[src/fls_pkg.sv]
// shared constants for the fast-lock serial control link, device end and host end
package fls_pkg;
  // serial word and register select
  localparam int SR_W = 24;
  localparam logic [2:0] SEL_FREQ = 3'h0;
  localparam logic [2:0] SEL_MODREF = 3'h1;
  localparam logic [2:0] SEL_PHASE = 3'h2;
  localparam logic [2:0] SEL_FUNC = 3'h3;
  localparam logic [2:0] SEL_PUMP = 3'h4;
  localparam logic [2:0] SEL_PDOWN = 3'h5;
  localparam logic [2:0] SEL_MUX = 3'h6;
  localparam logic [2:0] SEL_TEST = 3'h7;
  // field positions inside the 24-bit word
  localparam int INT_MSB = 23;
  localparam int INT_LSB = 15;
  localparam int FRAC_MSB = 14;
  localparam int FRAC_LSB = 3;
  localparam int PHASE_MSB = 14;
  localparam int PHASE_LSB = 3;
  localparam int MODREF_MSB = 23;
  localparam int MODREF_LSB = 3;
  localparam int TMR_SEL_MSB = 4;
  localparam int TMR_SEL_LSB = 3;
  localparam int TMR_CNT_MSB = 13;
  localparam int TMR_CNT_LSB = 5;
  localparam int OUT_SEL_MSB = 6;
  localparam int OUT_SEL_LSB = 3;
  localparam int LD_WIDE_BIT = 12;
  localparam logic [23:0] CTRL_RST = 24'h000000;
  // timer select codes in the charge pump word
  localparam logic [1:0] TMR_PUMP = 2'h0;
  localparam logic [1:0] TMR_SWAB = 2'h1;
  localparam logic [1:0] TMR_SWC = 2'h2;
  // fast lock figures
  localparam logic [1:0] TICK_DIV_LAST = 2'h3;
  localparam logic [6:0] CP_CELLS_MAX = 7'h40;
  localparam logic [6:0] CP_CELLS_MIN = 7'h01;
  localparam logic [6:0] CP_CELLS_LAST_STEP = 7'h02;
  // lock detect figures, errors in whole ns
  localparam logic [5:0] LOCK_CYCLES = 6'h28;
  localparam logic [7:0] ERR_TIGHT_NS = 8'h03;
  localparam logic [7:0] ERR_WIDE_NS = 8'h0A;
  localparam logic [7:0] ERR_UNLOCK_NS = 8'h1E;
  // output select codes
  localparam logic [3:0] OUT_LOW = 4'h0;
  localparam logic [3:0] OUT_HIGH = 4'h1;
  localparam logic [3:0] OUT_LOCK = 4'h2;
  localparam logic [3:0] OUT_FAST = 4'h3;
  localparam logic [3:0] OUT_TICK = 4'h4;
  // host link timing
  localparam int CLK_NS = 5;
  localparam int SCLK_HALF_NS = 40;
  localparam logic [7:0] SCLK_HALF_CYC = 8'((SCLK_HALF_NS + CLK_NS - 1) / CLK_NS);
  // host register map
  localparam logic [7:0] ADDR_CMD = 8'h00;
  localparam logic [7:0] ADDR_STATUS = 8'h04;
  localparam logic [7:0] ADDR_IRQ_STAT = 8'h08;
  localparam logic [7:0] ADDR_IRQ_MASK = 8'h0C;
  localparam int IRQ_DONE = 0;
  localparam int IRQ_DROP = 1;
  // host sequencer states
  typedef enum logic [2:0] {
    H_IDLE = 3'b000,
    H_LOW = 3'b001,
    H_HIGH = 3'b010,
    H_GAP = 3'b011,
    H_LOAD = 3'b100,
    H_TAIL = 3'b101
  } fls_host_state_t;
endpackage : fls_pkg

[src/fls_link_if.sv]
// three-wire serial programming link between host and device
`timescale 1ns/10ps
interface fls_link_if;
  logic sclk; // serial clock, made by the host
  logic sdata; // serial data, msb first
  logic load_strobe; // rising edge latches the word
  modport host (output sclk, output sdata, output load_strobe);
  modport device (input sclk, input sdata, input load_strobe);
endinterface : fls_link_if

[src/fls_device.sv]
// device end: serial shift register, control registers, fast lock and lock detect
`timescale 1ns/10ps
//
// Operation
// - timers tick at quarter of reference rate
// - new frequency starts timers, all 64 cells
// - pump expiry halves cells over six ticks
// - switches closed until own timer expires
// - host sets switch counts to pump plus seven
// - lock after 40 cycles below threshold
// - host widens threshold to 10 ns below 2 GHz
// - lock drops on new channel or above 30 ns
// - four-bit field selects multiplexed output
// - 24-bit word, msb first, rising clock edges
// - load strobe rise latches into one register
// - low three bits select destination register
// - select codes map to the eight registers
// - next reference cycle applies frequency, starts lock
// - modulus and phase wait for frequency write
module fls_device
  import fls_pkg::*;
(
  input wire logic clk_sys,
  input wire logic sys_rst,
  fls_link_if.device link,
  input wire logic pfd_pulse,
  input wire logic [7:0] phase_err_ns,
  output logic multiplexed_output_pin,
  output logic lock_detect,
  output logic [6:0] cp_cells,
  output logic filter_switch_a,
  output logic filter_switch_b,
  output logic filter_switch_c,
  output logic [8:0] nd_int,
  output logic [11:0] nd_frac,
  output logic [20:0] mod_ref_word,
  output logic [11:0] phase_word
);

  // pin synchronisers, bit 0 clock, bit 1 data, bit 2 load strobe
  logic [2:0] s1_reg; // first stage, read only by s2_reg
  logic [2:0] s2_reg;
  logic [2:0] s3_reg;
  logic [2:0] stable_reg; // filtered pin levels
  wire [2:0] agree = ~(s2_reg ^ s3_reg);
  wire [2:0] stable_next = (agree & s3_reg) | (~agree & stable_reg);
  wire [2:0] rise = stable_next & ~stable_reg;

  // a change only counts once two later stages agree, which rejects a one-cycle glitch
  always_ff @(posedge clk_sys) begin
    if (sys_rst) begin
      s1_reg <= 3'h0;
      s2_reg <= 3'h0;
      s3_reg <= 3'h0;
      stable_reg <= 3'h0;
    end else begin
      s1_reg <= {link.load_strobe, link.sdata, link.sclk};
      s2_reg <= s1_reg;
      s3_reg <= s2_reg;
      stable_reg <= stable_next;
    end
  end

  // input shift register
  logic [23:0] sr_reg;

  // shift one bit on each clock rise, msb arrives first
  always_ff @(posedge clk_sys) begin
    if (sys_rst) begin
      sr_reg <= 24'h000000;
    end else if (rise[0]) begin
      sr_reg <= {sr_reg[22:0], stable_next[1]};
    end
  end

  // destination select from the three low bits
  wire select_bit_high = sr_reg[2];
  wire select_bit_mid = sr_reg[1];
  wire select_bit_low = sr_reg[0];
  wire [2:0] dest_sel = {select_bit_high, select_bit_mid, select_bit_low};
  wire load_now = rise[2];
  wire load_freq = load_now && (dest_sel == SEL_FREQ);
  wire load_pump = load_now && (dest_sel == SEL_PUMP);
  wire [1:0] pump_tmr_sel = sr_reg[TMR_SEL_MSB:TMR_SEL_LSB];
  wire [8:0] pump_tmr_val = sr_reg[TMR_CNT_MSB:TMR_CNT_LSB];

  // eight control registers, indexed by the select code
  logic [23:0] ctrl_reg [8];
  // programmed timeout counts: pump current, switches a/b, switch c
  logic [8:0] tmr_load_reg [3];

  // latch the word; a charge pump word also files its count under the chosen timer
  always_ff @(posedge clk_sys) begin
    if (sys_rst) begin
      for (int i = 0; i < 8; i++) begin
        ctrl_reg[i] <= CTRL_RST;
      end
      for (int i = 0; i < 3; i++) begin
        tmr_load_reg[i] <= 9'h000;
      end
    end else if (load_now) begin
      ctrl_reg[dest_sel] <= sr_reg;
      // select code 3 names no timer and only lands in the array
      if (load_pump && pump_tmr_sel != 2'h3) begin
        tmr_load_reg[pump_tmr_sel] <= pump_tmr_val;
      end
    end
  end

  // pending frequency update, applied on the next reference cycle
  logic pend_reg;
  wire apply = pend_reg && pfd_pulse;
  // a fresh frequency write in the applying cycle keeps the update pending
  wire pend_next = load_freq | (pend_reg & ~pfd_pulse);

  always_ff @(posedge clk_sys) begin
    if (sys_rst) begin
      pend_reg <= 1'b0;
    end else begin
      pend_reg <= pend_next;
    end
  end

  // active divider and buffered settings, all updated together
  always_ff @(posedge clk_sys) begin
    if (sys_rst) begin
      nd_int <= 9'h000;
      nd_frac <= 12'h000;
      mod_ref_word <= 21'h000000;
      phase_word <= 12'h000;
    end else if (apply) begin
      nd_int <= ctrl_reg[SEL_FREQ][INT_MSB:INT_LSB];
      nd_frac <= ctrl_reg[SEL_FREQ][FRAC_MSB:FRAC_LSB];
      // modulus/reference and phase sat buffered until now
      mod_ref_word <= ctrl_reg[SEL_MODREF][MODREF_MSB:MODREF_LSB];
      phase_word <= ctrl_reg[SEL_PHASE][PHASE_MSB:PHASE_LSB];
    end
  end

  // timer clock: one tick every fourth reference pulse
  logic [1:0] div_reg;
  wire tick = pfd_pulse && (div_reg == TICK_DIV_LAST);

  always_ff @(posedge clk_sys) begin
    if (sys_rst) begin
      div_reg <= 2'h0;
    end else if (pfd_pulse) begin
      div_reg <= div_reg + 2'h1;
    end
  end

  // timeout counters: index 0 pump, 1 switches a/b, 2 switch c
  logic [8:0] tmr_cnt_reg [3];
  logic [2:0] tmr_run_reg;
  logic [2:0] expire;
  always_comb begin
    for (int i = 0; i < 3; i++) begin
      expire[i] = tick && tmr_run_reg[i] && (tmr_cnt_reg[i] == 9'h000);
    end
  end

  // a trigger always reloads, even mid-sequence, so a fast hop restarts cleanly
  always_ff @(posedge clk_sys) begin
    if (sys_rst) begin
      tmr_run_reg <= 3'h0;
      for (int i = 0; i < 3; i++) begin
        tmr_cnt_reg[i] <= 9'h000;
      end
    end else if (apply) begin
      tmr_run_reg <= 3'h7;
      for (int i = 0; i < 3; i++) begin
        tmr_cnt_reg[i] <= tmr_load_reg[i];
      end
    end else if (tick) begin
      for (int i = 0; i < 3; i++) begin
        if (expire[i]) begin
          tmr_run_reg[i] <= 1'b0;
        end else if (tmr_run_reg[i]) begin
          tmr_cnt_reg[i] <= tmr_cnt_reg[i] - 9'h001;
        end
      end
    end
  end

  // switches stay shorted while their timer runs
  assign filter_switch_a = tmr_run_reg[TMR_SWAB];
  assign filter_switch_b = tmr_run_reg[TMR_SWAB];
  assign filter_switch_c = tmr_run_reg[TMR_SWC];

  // pump cell ramp: halve each tick after pump timer expiry
  logic ramp_reg;
  logic [6:0] cells_reg;
  assign cp_cells = cells_reg;

  always_ff @(posedge clk_sys) begin
    if (sys_rst) begin
      ramp_reg <= 1'b0;
      cells_reg <= CP_CELLS_MIN;
    end else if (apply) begin
      ramp_reg <= 1'b0;
      cells_reg <= CP_CELLS_MAX;
    end else if (expire[TMR_PUMP]) begin
      ramp_reg <= 1'b1;
    end else if (tick && ramp_reg) begin
      cells_reg <= cells_reg >> 1;
      // six halvings take 64 down to one cell
      if (cells_reg == CP_CELLS_LAST_STEP) begin
        ramp_reg <= 1'b0;
      end
    end
  end

  // lock detect
  logic [5:0] lock_cnt_reg;
  logic lock_reg;
  assign lock_detect = lock_reg;
  wire wide_thr = ctrl_reg[SEL_MUX][LD_WIDE_BIT];
  wire [7:0] err_thr = wide_thr ? ERR_WIDE_NS : ERR_TIGHT_NS;
  wire err_small = phase_err_ns < err_thr;
  wire err_gross = phase_err_ns > ERR_UNLOCK_NS;
  wire [5:0] lock_cnt_inc = lock_cnt_reg + 6'h01;

  // errors between threshold and 30 ns restart the count but keep a held lock
  always_ff @(posedge clk_sys) begin
    if (sys_rst) begin
      lock_cnt_reg <= 6'h00;
      lock_reg <= 1'b0;
    end else if (load_freq || (pfd_pulse && err_gross)) begin
      lock_cnt_reg <= 6'h00;
      lock_reg <= 1'b0;
    end else if (pfd_pulse && err_small) begin
      if (lock_cnt_reg != LOCK_CYCLES) begin
        lock_cnt_reg <= lock_cnt_inc;
      end
      if (lock_cnt_inc == LOCK_CYCLES) begin
        lock_reg <= 1'b1;
      end
    end else if (pfd_pulse) begin
      lock_cnt_reg <= 6'h00;
    end
  end

  // output multiplexer, registered so the pin never glitches
  wire [3:0] out_sel = ctrl_reg[SEL_MUX][OUT_SEL_MSB:OUT_SEL_LSB];
  wire fast_active = (|tmr_run_reg) | ramp_reg;
  logic out_val;
  always_comb begin
    case (out_sel)
      OUT_LOW: out_val = 1'b0;
      OUT_HIGH: out_val = 1'b1;
      OUT_LOCK: out_val = lock_reg;
      OUT_FAST: out_val = fast_active;
      OUT_TICK: out_val = tick;
      default: out_val = 1'b0; // unused codes drive low
    endcase
  end

  always_ff @(posedge clk_sys) begin
    if (sys_rst) begin
      multiplexed_output_pin <= 1'b0;
    end else begin
      multiplexed_output_pin <= out_val;
    end
  end

endmodule : fls_device

[src/flat_wrapper.sv]
// flat-port wrapper written by rule: the top's interface ports become plain ports
module fls_device_flat import fls_pkg::*;
  (clk_sys, sys_rst, pfd_pulse, phase_err_ns, multiplexed_output_pin, lock_detect, cp_cells, filter_switch_a, filter_switch_b, filter_switch_c, nd_int, nd_frac, mod_ref_word, phase_word, link_sclk, link_sdata, link_load_strobe);
  fls_link_if link_i ();
  input wire logic clk_sys;
  input wire logic sys_rst;
  input wire logic pfd_pulse;
  input wire logic [7:0] phase_err_ns;
  output logic multiplexed_output_pin;
  output logic lock_detect;
  output logic [6:0] cp_cells;
  output logic filter_switch_a;
  output logic filter_switch_b;
  output logic filter_switch_c;
  output logic [8:0] nd_int;
  output logic [11:0] nd_frac;
  output logic [20:0] mod_ref_word;
  output logic [11:0] phase_word;
  input wire logic [$bits(link_i.sclk)-1:0] link_sclk;
  input wire logic [$bits(link_i.sdata)-1:0] link_sdata;
  input wire logic [$bits(link_i.load_strobe)-1:0] link_load_strobe;
  assign link_i.sclk = link_sclk;
  assign link_i.sdata = link_sdata;
  assign link_i.load_strobe = link_load_strobe;
  fls_device u_core (.clk_sys(clk_sys), .sys_rst(sys_rst), .link(link_i), .pfd_pulse(pfd_pulse), .phase_err_ns(phase_err_ns), .multiplexed_output_pin(multiplexed_output_pin), .lock_detect(lock_detect), .cp_cells(cp_cells), .filter_switch_a(filter_switch_a), .filter_switch_b(filter_switch_b), .filter_switch_c(filter_switch_c), .nd_int(nd_int), .nd_frac(nd_frac), .mod_ref_word(mod_ref_word), .phase_word(phase_word));
endmodule
[config.mk]
export PLATFORM = sky130hd
export DESIGN_NAME = fls_device_flat
export DESIGN_NICKNAME = d
export VERILOG_FILES = /design/src/fls_pkg.sv /design/src/fls_link_if.sv /design/src/fls_device.sv /design/src/flat_wrapper.sv
export SDC_FILE = /design/constraint.sdc
export NUM_CORES = 1
export LEC_CHECK = 0
export BUFFER_PORTS_ARGS = -buffer_cell sky130_fd_sc_hd__buf_2
export CELL_PAD_IN_SITES_DETAIL_PLACEMENT = 1
export CELL_PAD_IN_SITES_GLOBAL_PLACEMENT = 1
export CORE_MARGIN = 3
export CORE_UTILIZATION = 51
export DETAILED_ROUTE_END_ITERATION = 8
export PLACE_DENSITY = 0.95
export SLEW_MARGIN = 5
export SYNTH_ARGS = -nofsm -noshare
export SYNTH_HDL_FRONTEND = slang
export SYNTH_SLANG_ARGS = --single-unit
export TNS_END_PERCENT = 5
[constraint.sdc]
create_clock -name clk_sys -period 6.3 [get_ports clk_sys]
set_input_delay 0 -clock clk_sys [delete_from_list [all_inputs] [get_ports clk_sys]]
set_output_delay 0 -clock clk_sys [all_outputs]
set_load 0.02 [all_outputs]
# Word level (Yosys, flattened, before mapping)

Memory sizes are Yosys's and may differ from the RTL's. A register that Yosys moved wholly into a read port is not among the register bits.
Cells that the tools add are included.

Bits in registers: 58
RAM bits: 246
Input bits: 14
Memories: 3

Add/sub/neg operators: 5
Magnitude comparators: 2
Equality and inequality tests: 12
Muxes and demuxes: 58
Bitwise operators: 19
Reductions and logical operators: 40

Memories:

| memory              | depth | width | read ports | clocked after Yosys merged registers in | wr ports | line              | RTL |
|---|---|---|---|---|---|---|---|
| u_core.ctrl_reg     | 8     | 24    | 4          | 3                                       | 8        | fls_device.sv:88  | `logic [23:0] ctrl_reg [8];` |
| u_core.tmr_cnt_reg  | 3     | 9     | 3          | 0                                       | 3        | fls_device.sv:153 | `logic [8:0] tmr_cnt_reg [3];` |
| u_core.tmr_load_reg | 3     | 9     | 3          | 0                                       | 3        | fls_device.sv:90  | `logic [8:0] tmr_load_reg [3];` |

Operator list:

| kind                | count |
|---|---|
| $mux 9              | 7 |
| $mux 1              | 38 |
| $logic_not 9->1     | 3 |
| $sub 9x1->9 const B | 3 |
| $mux 24             | 1 |
| $reduce_or 24->1    | 1 |
| $mux 7              | 3 |
| $mux 6              | 3 |
| $reduce_and 2->1    | 8 |
| $reduce_bool 2->1   | 8 |
| $logic_and 1x1->1   | 14 |
| $and 3x3->3         | 3 |
| $mux 3              | 3 |
| $not 3->3           | 3 |
| $reduce_or 9->1     | 1 |
| $eq 4x2->1 const B  | 2 |
| $gt 8x5->1 const B  | 1 |
| $lt 8x8->1          | 1 |
| $or 1x1->1          | 8 |
| $eq 7x2->1 const B  | 1 |
| $add 6x1->6 const B | 1 |
| $eq 6x6->1 const B  | 1 |
| $ne 6x6->1 const B  | 1 |
| $eq 4x1->1 const B  | 1 |
| 17 further kinds    | 20 |

# Logic depth before layout (Yosys ltp)

Depth after elaboration: 14
Depth in mapped cells: 7
Depth with buffers taken out: 6

# Worst setup path after synthesis

No wires, ideal clock.

Kind: register to register
Start point: reg u_core.sr_reg[2]
End point: mem u_core.ctrl_reg[1][10], enable pin
Setup time: 0.428 ns
Arrival time: 2.168 ns
Required time: 5.872 ns
Setup slack: 3.704 ns
Cell stages (with the launch flop): 4
Period minus slack after synthesis: 2.596 ns
Path through: dfxtp_1 > nor2_1 > nand2_1 > o21ai_0

RTL lines:

| what                     | line             | RTL |
|---|---|---|
| start: declaration       | fls_device.sv:65 | `logic [23:0] sr_reg;` |
| start signal: assignment | fls_device.sv:72 | `sr_reg <= {sr_reg[22:0], stable_next[1]};` |
| end: declaration         | fls_device.sv:88 |  |

==> flow_summary.yaml <==
timing:
  worst_pin_slew_ps: 1120
  finalMaxSlewViolations: 0
  final.min_clock_period_ps: 2690
  hold_viol: 0
  fmax_mhz: 371
  fin_crit_sh: 0.427
  grt_setup_unrepaired: "false"
  tns_ps: 0
  setup_viol: 0
  finalClockSkew_ps: 28.2
  maxSlewHeadroom: 0.251
floorplanning:
  core_area_um2: 17500
  die_area_um2: 19800
  start_util: 0.527
  io_pins: 80
  fp-row-count: 48
  die_w_um: 141
  dieHeight_um: 141
worst_hold_path:
  holdCritPathClass: "in2reg"
clock_network:
  h-tree-depth: 1
  clk_pin_slew_worst_paths_ps: 60
  cts_tree: "done"
  cts_buffers: 23
  post-cts-setup-buffers: 0
  cts.sinks: 225
  cts.path.max_buffers: 3
  root_buffer: "clkbuf_16"
  clock_latency_ps: 540
synth:
  ys_seq_elements: 225
  syn-cell-area_um2: 9240
  synth_warnings: 0
  syn_avg_cell_area_um2: 10.6
  synth_area_leader_cell: "edfxtp_1"
  synth_edf_count: 113
  ys_types: 56
  netlist_instances: 868
  synth_top_area_share: 0.367
  ys_async_sr_fraction: 0
  syn-num-nets: 893
  ys_seq_area_frac: 0.610
  synth_top_flop_cell: "edfxtp_1"
  yosys-top-cells-area: "edfxtp_1, dfxtp_1, nand2_1"
worst_setup_path:
  critPathMaxFanout: 13
  endpoint_kind: "flip-flop"
  timing.critical_path.cells: "inv_1 -> ha_1 -> o21a_1 -> a2111oi_4 -> nand3_1 -> a31oi_1 -> dlygate4sd3_1"
  cp_slowest_cell: "a2111oi_4"
  crit_path_start_kind: "flip-flop"
  cp.required_ps: 6780
  crit_type: "reg2reg"
  crit_arrival_ps: 3170
  cp_slowest_stage_delay_ps: 750
run_status:
  status: "complete, no violations"
finish:
  num_antenna_cells: 0
  post-route-util: 0.609
  syn_to_final_growth_pct: 15.6
  fin_cells: 1190
  drive_gt1_frac: 0.174
  nets: 973
  largest_reg_flops: 59
detailed_routing:
  ant_nets: 0
  vias_per_cell: 5.90
  dr.pass1.iters: 5
  drt_iter0_markers: 456
  wl_um: 27100
  drc: 0
  num_vias: 7019
  drt-wirelength-per-cell_um: 22.8
pwr:
  total_power_mw: 3.07
  p_leak_nw: 3.99
  vdd_drop_max_mv: 0.217
  power_density_nw_per_um2: 288
flow_run:
  cap_violations: 0
place:
  placed_cells: 1135
  dpl.hpwl_um: 16200
  place.gp.congestion: 0.773
  io_buffers: 79
grt:
  grt_usage: 0.274
  grt_first_pass_wirelength_um: 42800
  grt_pass1_vias: 7624
  grt_start_max_net_pins: 61
  grt_antenna_before_repair: 0
  overflow: 0
## synth_stat cells, drive strengths merged, types with 2 or more instances
master   instances
nand2          205
edfxtp         113
dfxtp          112
a21oi           86
and2            66
o21ai           35
clkbuf          25
nor2            24
and3            22
buf             19
inv             17
xnor2           14
nand3           13
nor4            12
ha              11
nor2b           10
or2              9
nand4            8
xor2             8
mux2i            7
nor3             7
a31oi            6
nor3b            4
a211oi           3
nand2b           3
nor4b            3
or3              3
or4              3
a2bb2oi          2
a311oi           2
o2111ai          2
o211ai           2
o21a             2
## layout by cell type (no fill, tap or decap), drive strengths merged, types with 3 or more instances in the layout
master,count
clkinv,6
nor2b,10
dlygate4sd3,13
nor4b,3
clkbuf,33
a31oi,6
a211oi,3
nor4,12
nor3,7
a21oi,86
or3,3
and2,66
xnor2,14
and3,22
mux2i,7
nand2b,3
or2,9
nand3,13
nor2,24
nor3b,4
buf,86
xor2,8
edfxtp,113
ha,11
o21ai,35
dfxtp,112
inv,18
nand2,205
nand4,8
or4,3
## critical path: cells and delay by family (launching register included)
family | cells | cell delay (ps)
simple gates | 1 | 200
flops | 1 | 420
buf+inv | 2 | 670
compound gates | 3 | 1110
fa+ha+maj | 1 | 220
## through the flow
step,worst slack [ps],area (um^2),hold slack [ps]
2_1_floorplan,3700,9240,128
3_3_place_gp,3670,9790,210
3_5_place_dp,3400,9790,225
4_1_cts,3390,10700,7.76
5_1_grt,3450,10700,54.4
6_report,3610,10700,29.5
## layer usage
layer,up-vias,share of wire,track usage
li1,3159,-,-
met1,3524,0.39,0.333
met2,256,0.52,0.491
met3,80,0.056,0.0400
met4,0,0.037,0.110
met5,-,0,0
## cell families (layout without fill, tap and decap cells)
group / after synthesis / after routing / synth area share
adders and majority gates: 11 / 11 / 0.0149
DFF: 225 / 225 / 0.610
AOI/OAI and AO/OA: 146 / 146 / 0.0992
buffers and inverters: 61 / 158 / 0.0279
xor gates and xnor gates: 22 / 22 / 0.0209
and+or+nand+nor: 395 / 395 / 0.219
muxes: 8 / 8 / 0.00880
## layout make-up
class	count	area, um^2
Sequential cell	225	5640
Tap cell	225	282
Clock buffer	33	663
Multi-Input combinational cell	582	3360
Timing Repair Buffer	99	581
Clock inverter	9	104
Inverter	17	63.8
Fill cell	1855	6850
## where the power goes
part | switching [mW] | leakage (nW) | internal (mW)
logic | 0.0580 | 1.55 | 0.0281
registers | 0.0198 | 2.07 | 1.56
clock network | 0.588 | 0.375 | 0.816
## worst paths after layout
path | start | to | slack, ps | depth (start not counted)
max reg2reg | u_core.ctrl_reg[6][12]$_SDFFCE_PN0P_ | u_core.lock_cnt_reg[5]$_SDFFE_PP0P_ | 3610 | 7
min | phase_err_ns[7] | u_core.lock_cnt_reg[3]$_SDFFE_PP0P_ | 30 | 5
max | u_core.ctrl_reg[6][12]$_SDFFCE_PN0P_ | u_core.lock_cnt_reg[5]$_SDFFE_PP0P_ | 3610 | 7
min reg2reg | u_core.s1_reg[0]$_SDFF_PP0_ | u_core.s2_reg[0]$_SDFF_PP0_ | 440 | 1
## repair_timing
item,CTS,global route
hold buffers,13,0
endpoints found under the hold margin,41,0
resized for setup,0,0
Power figures use the tool's default switching activity.
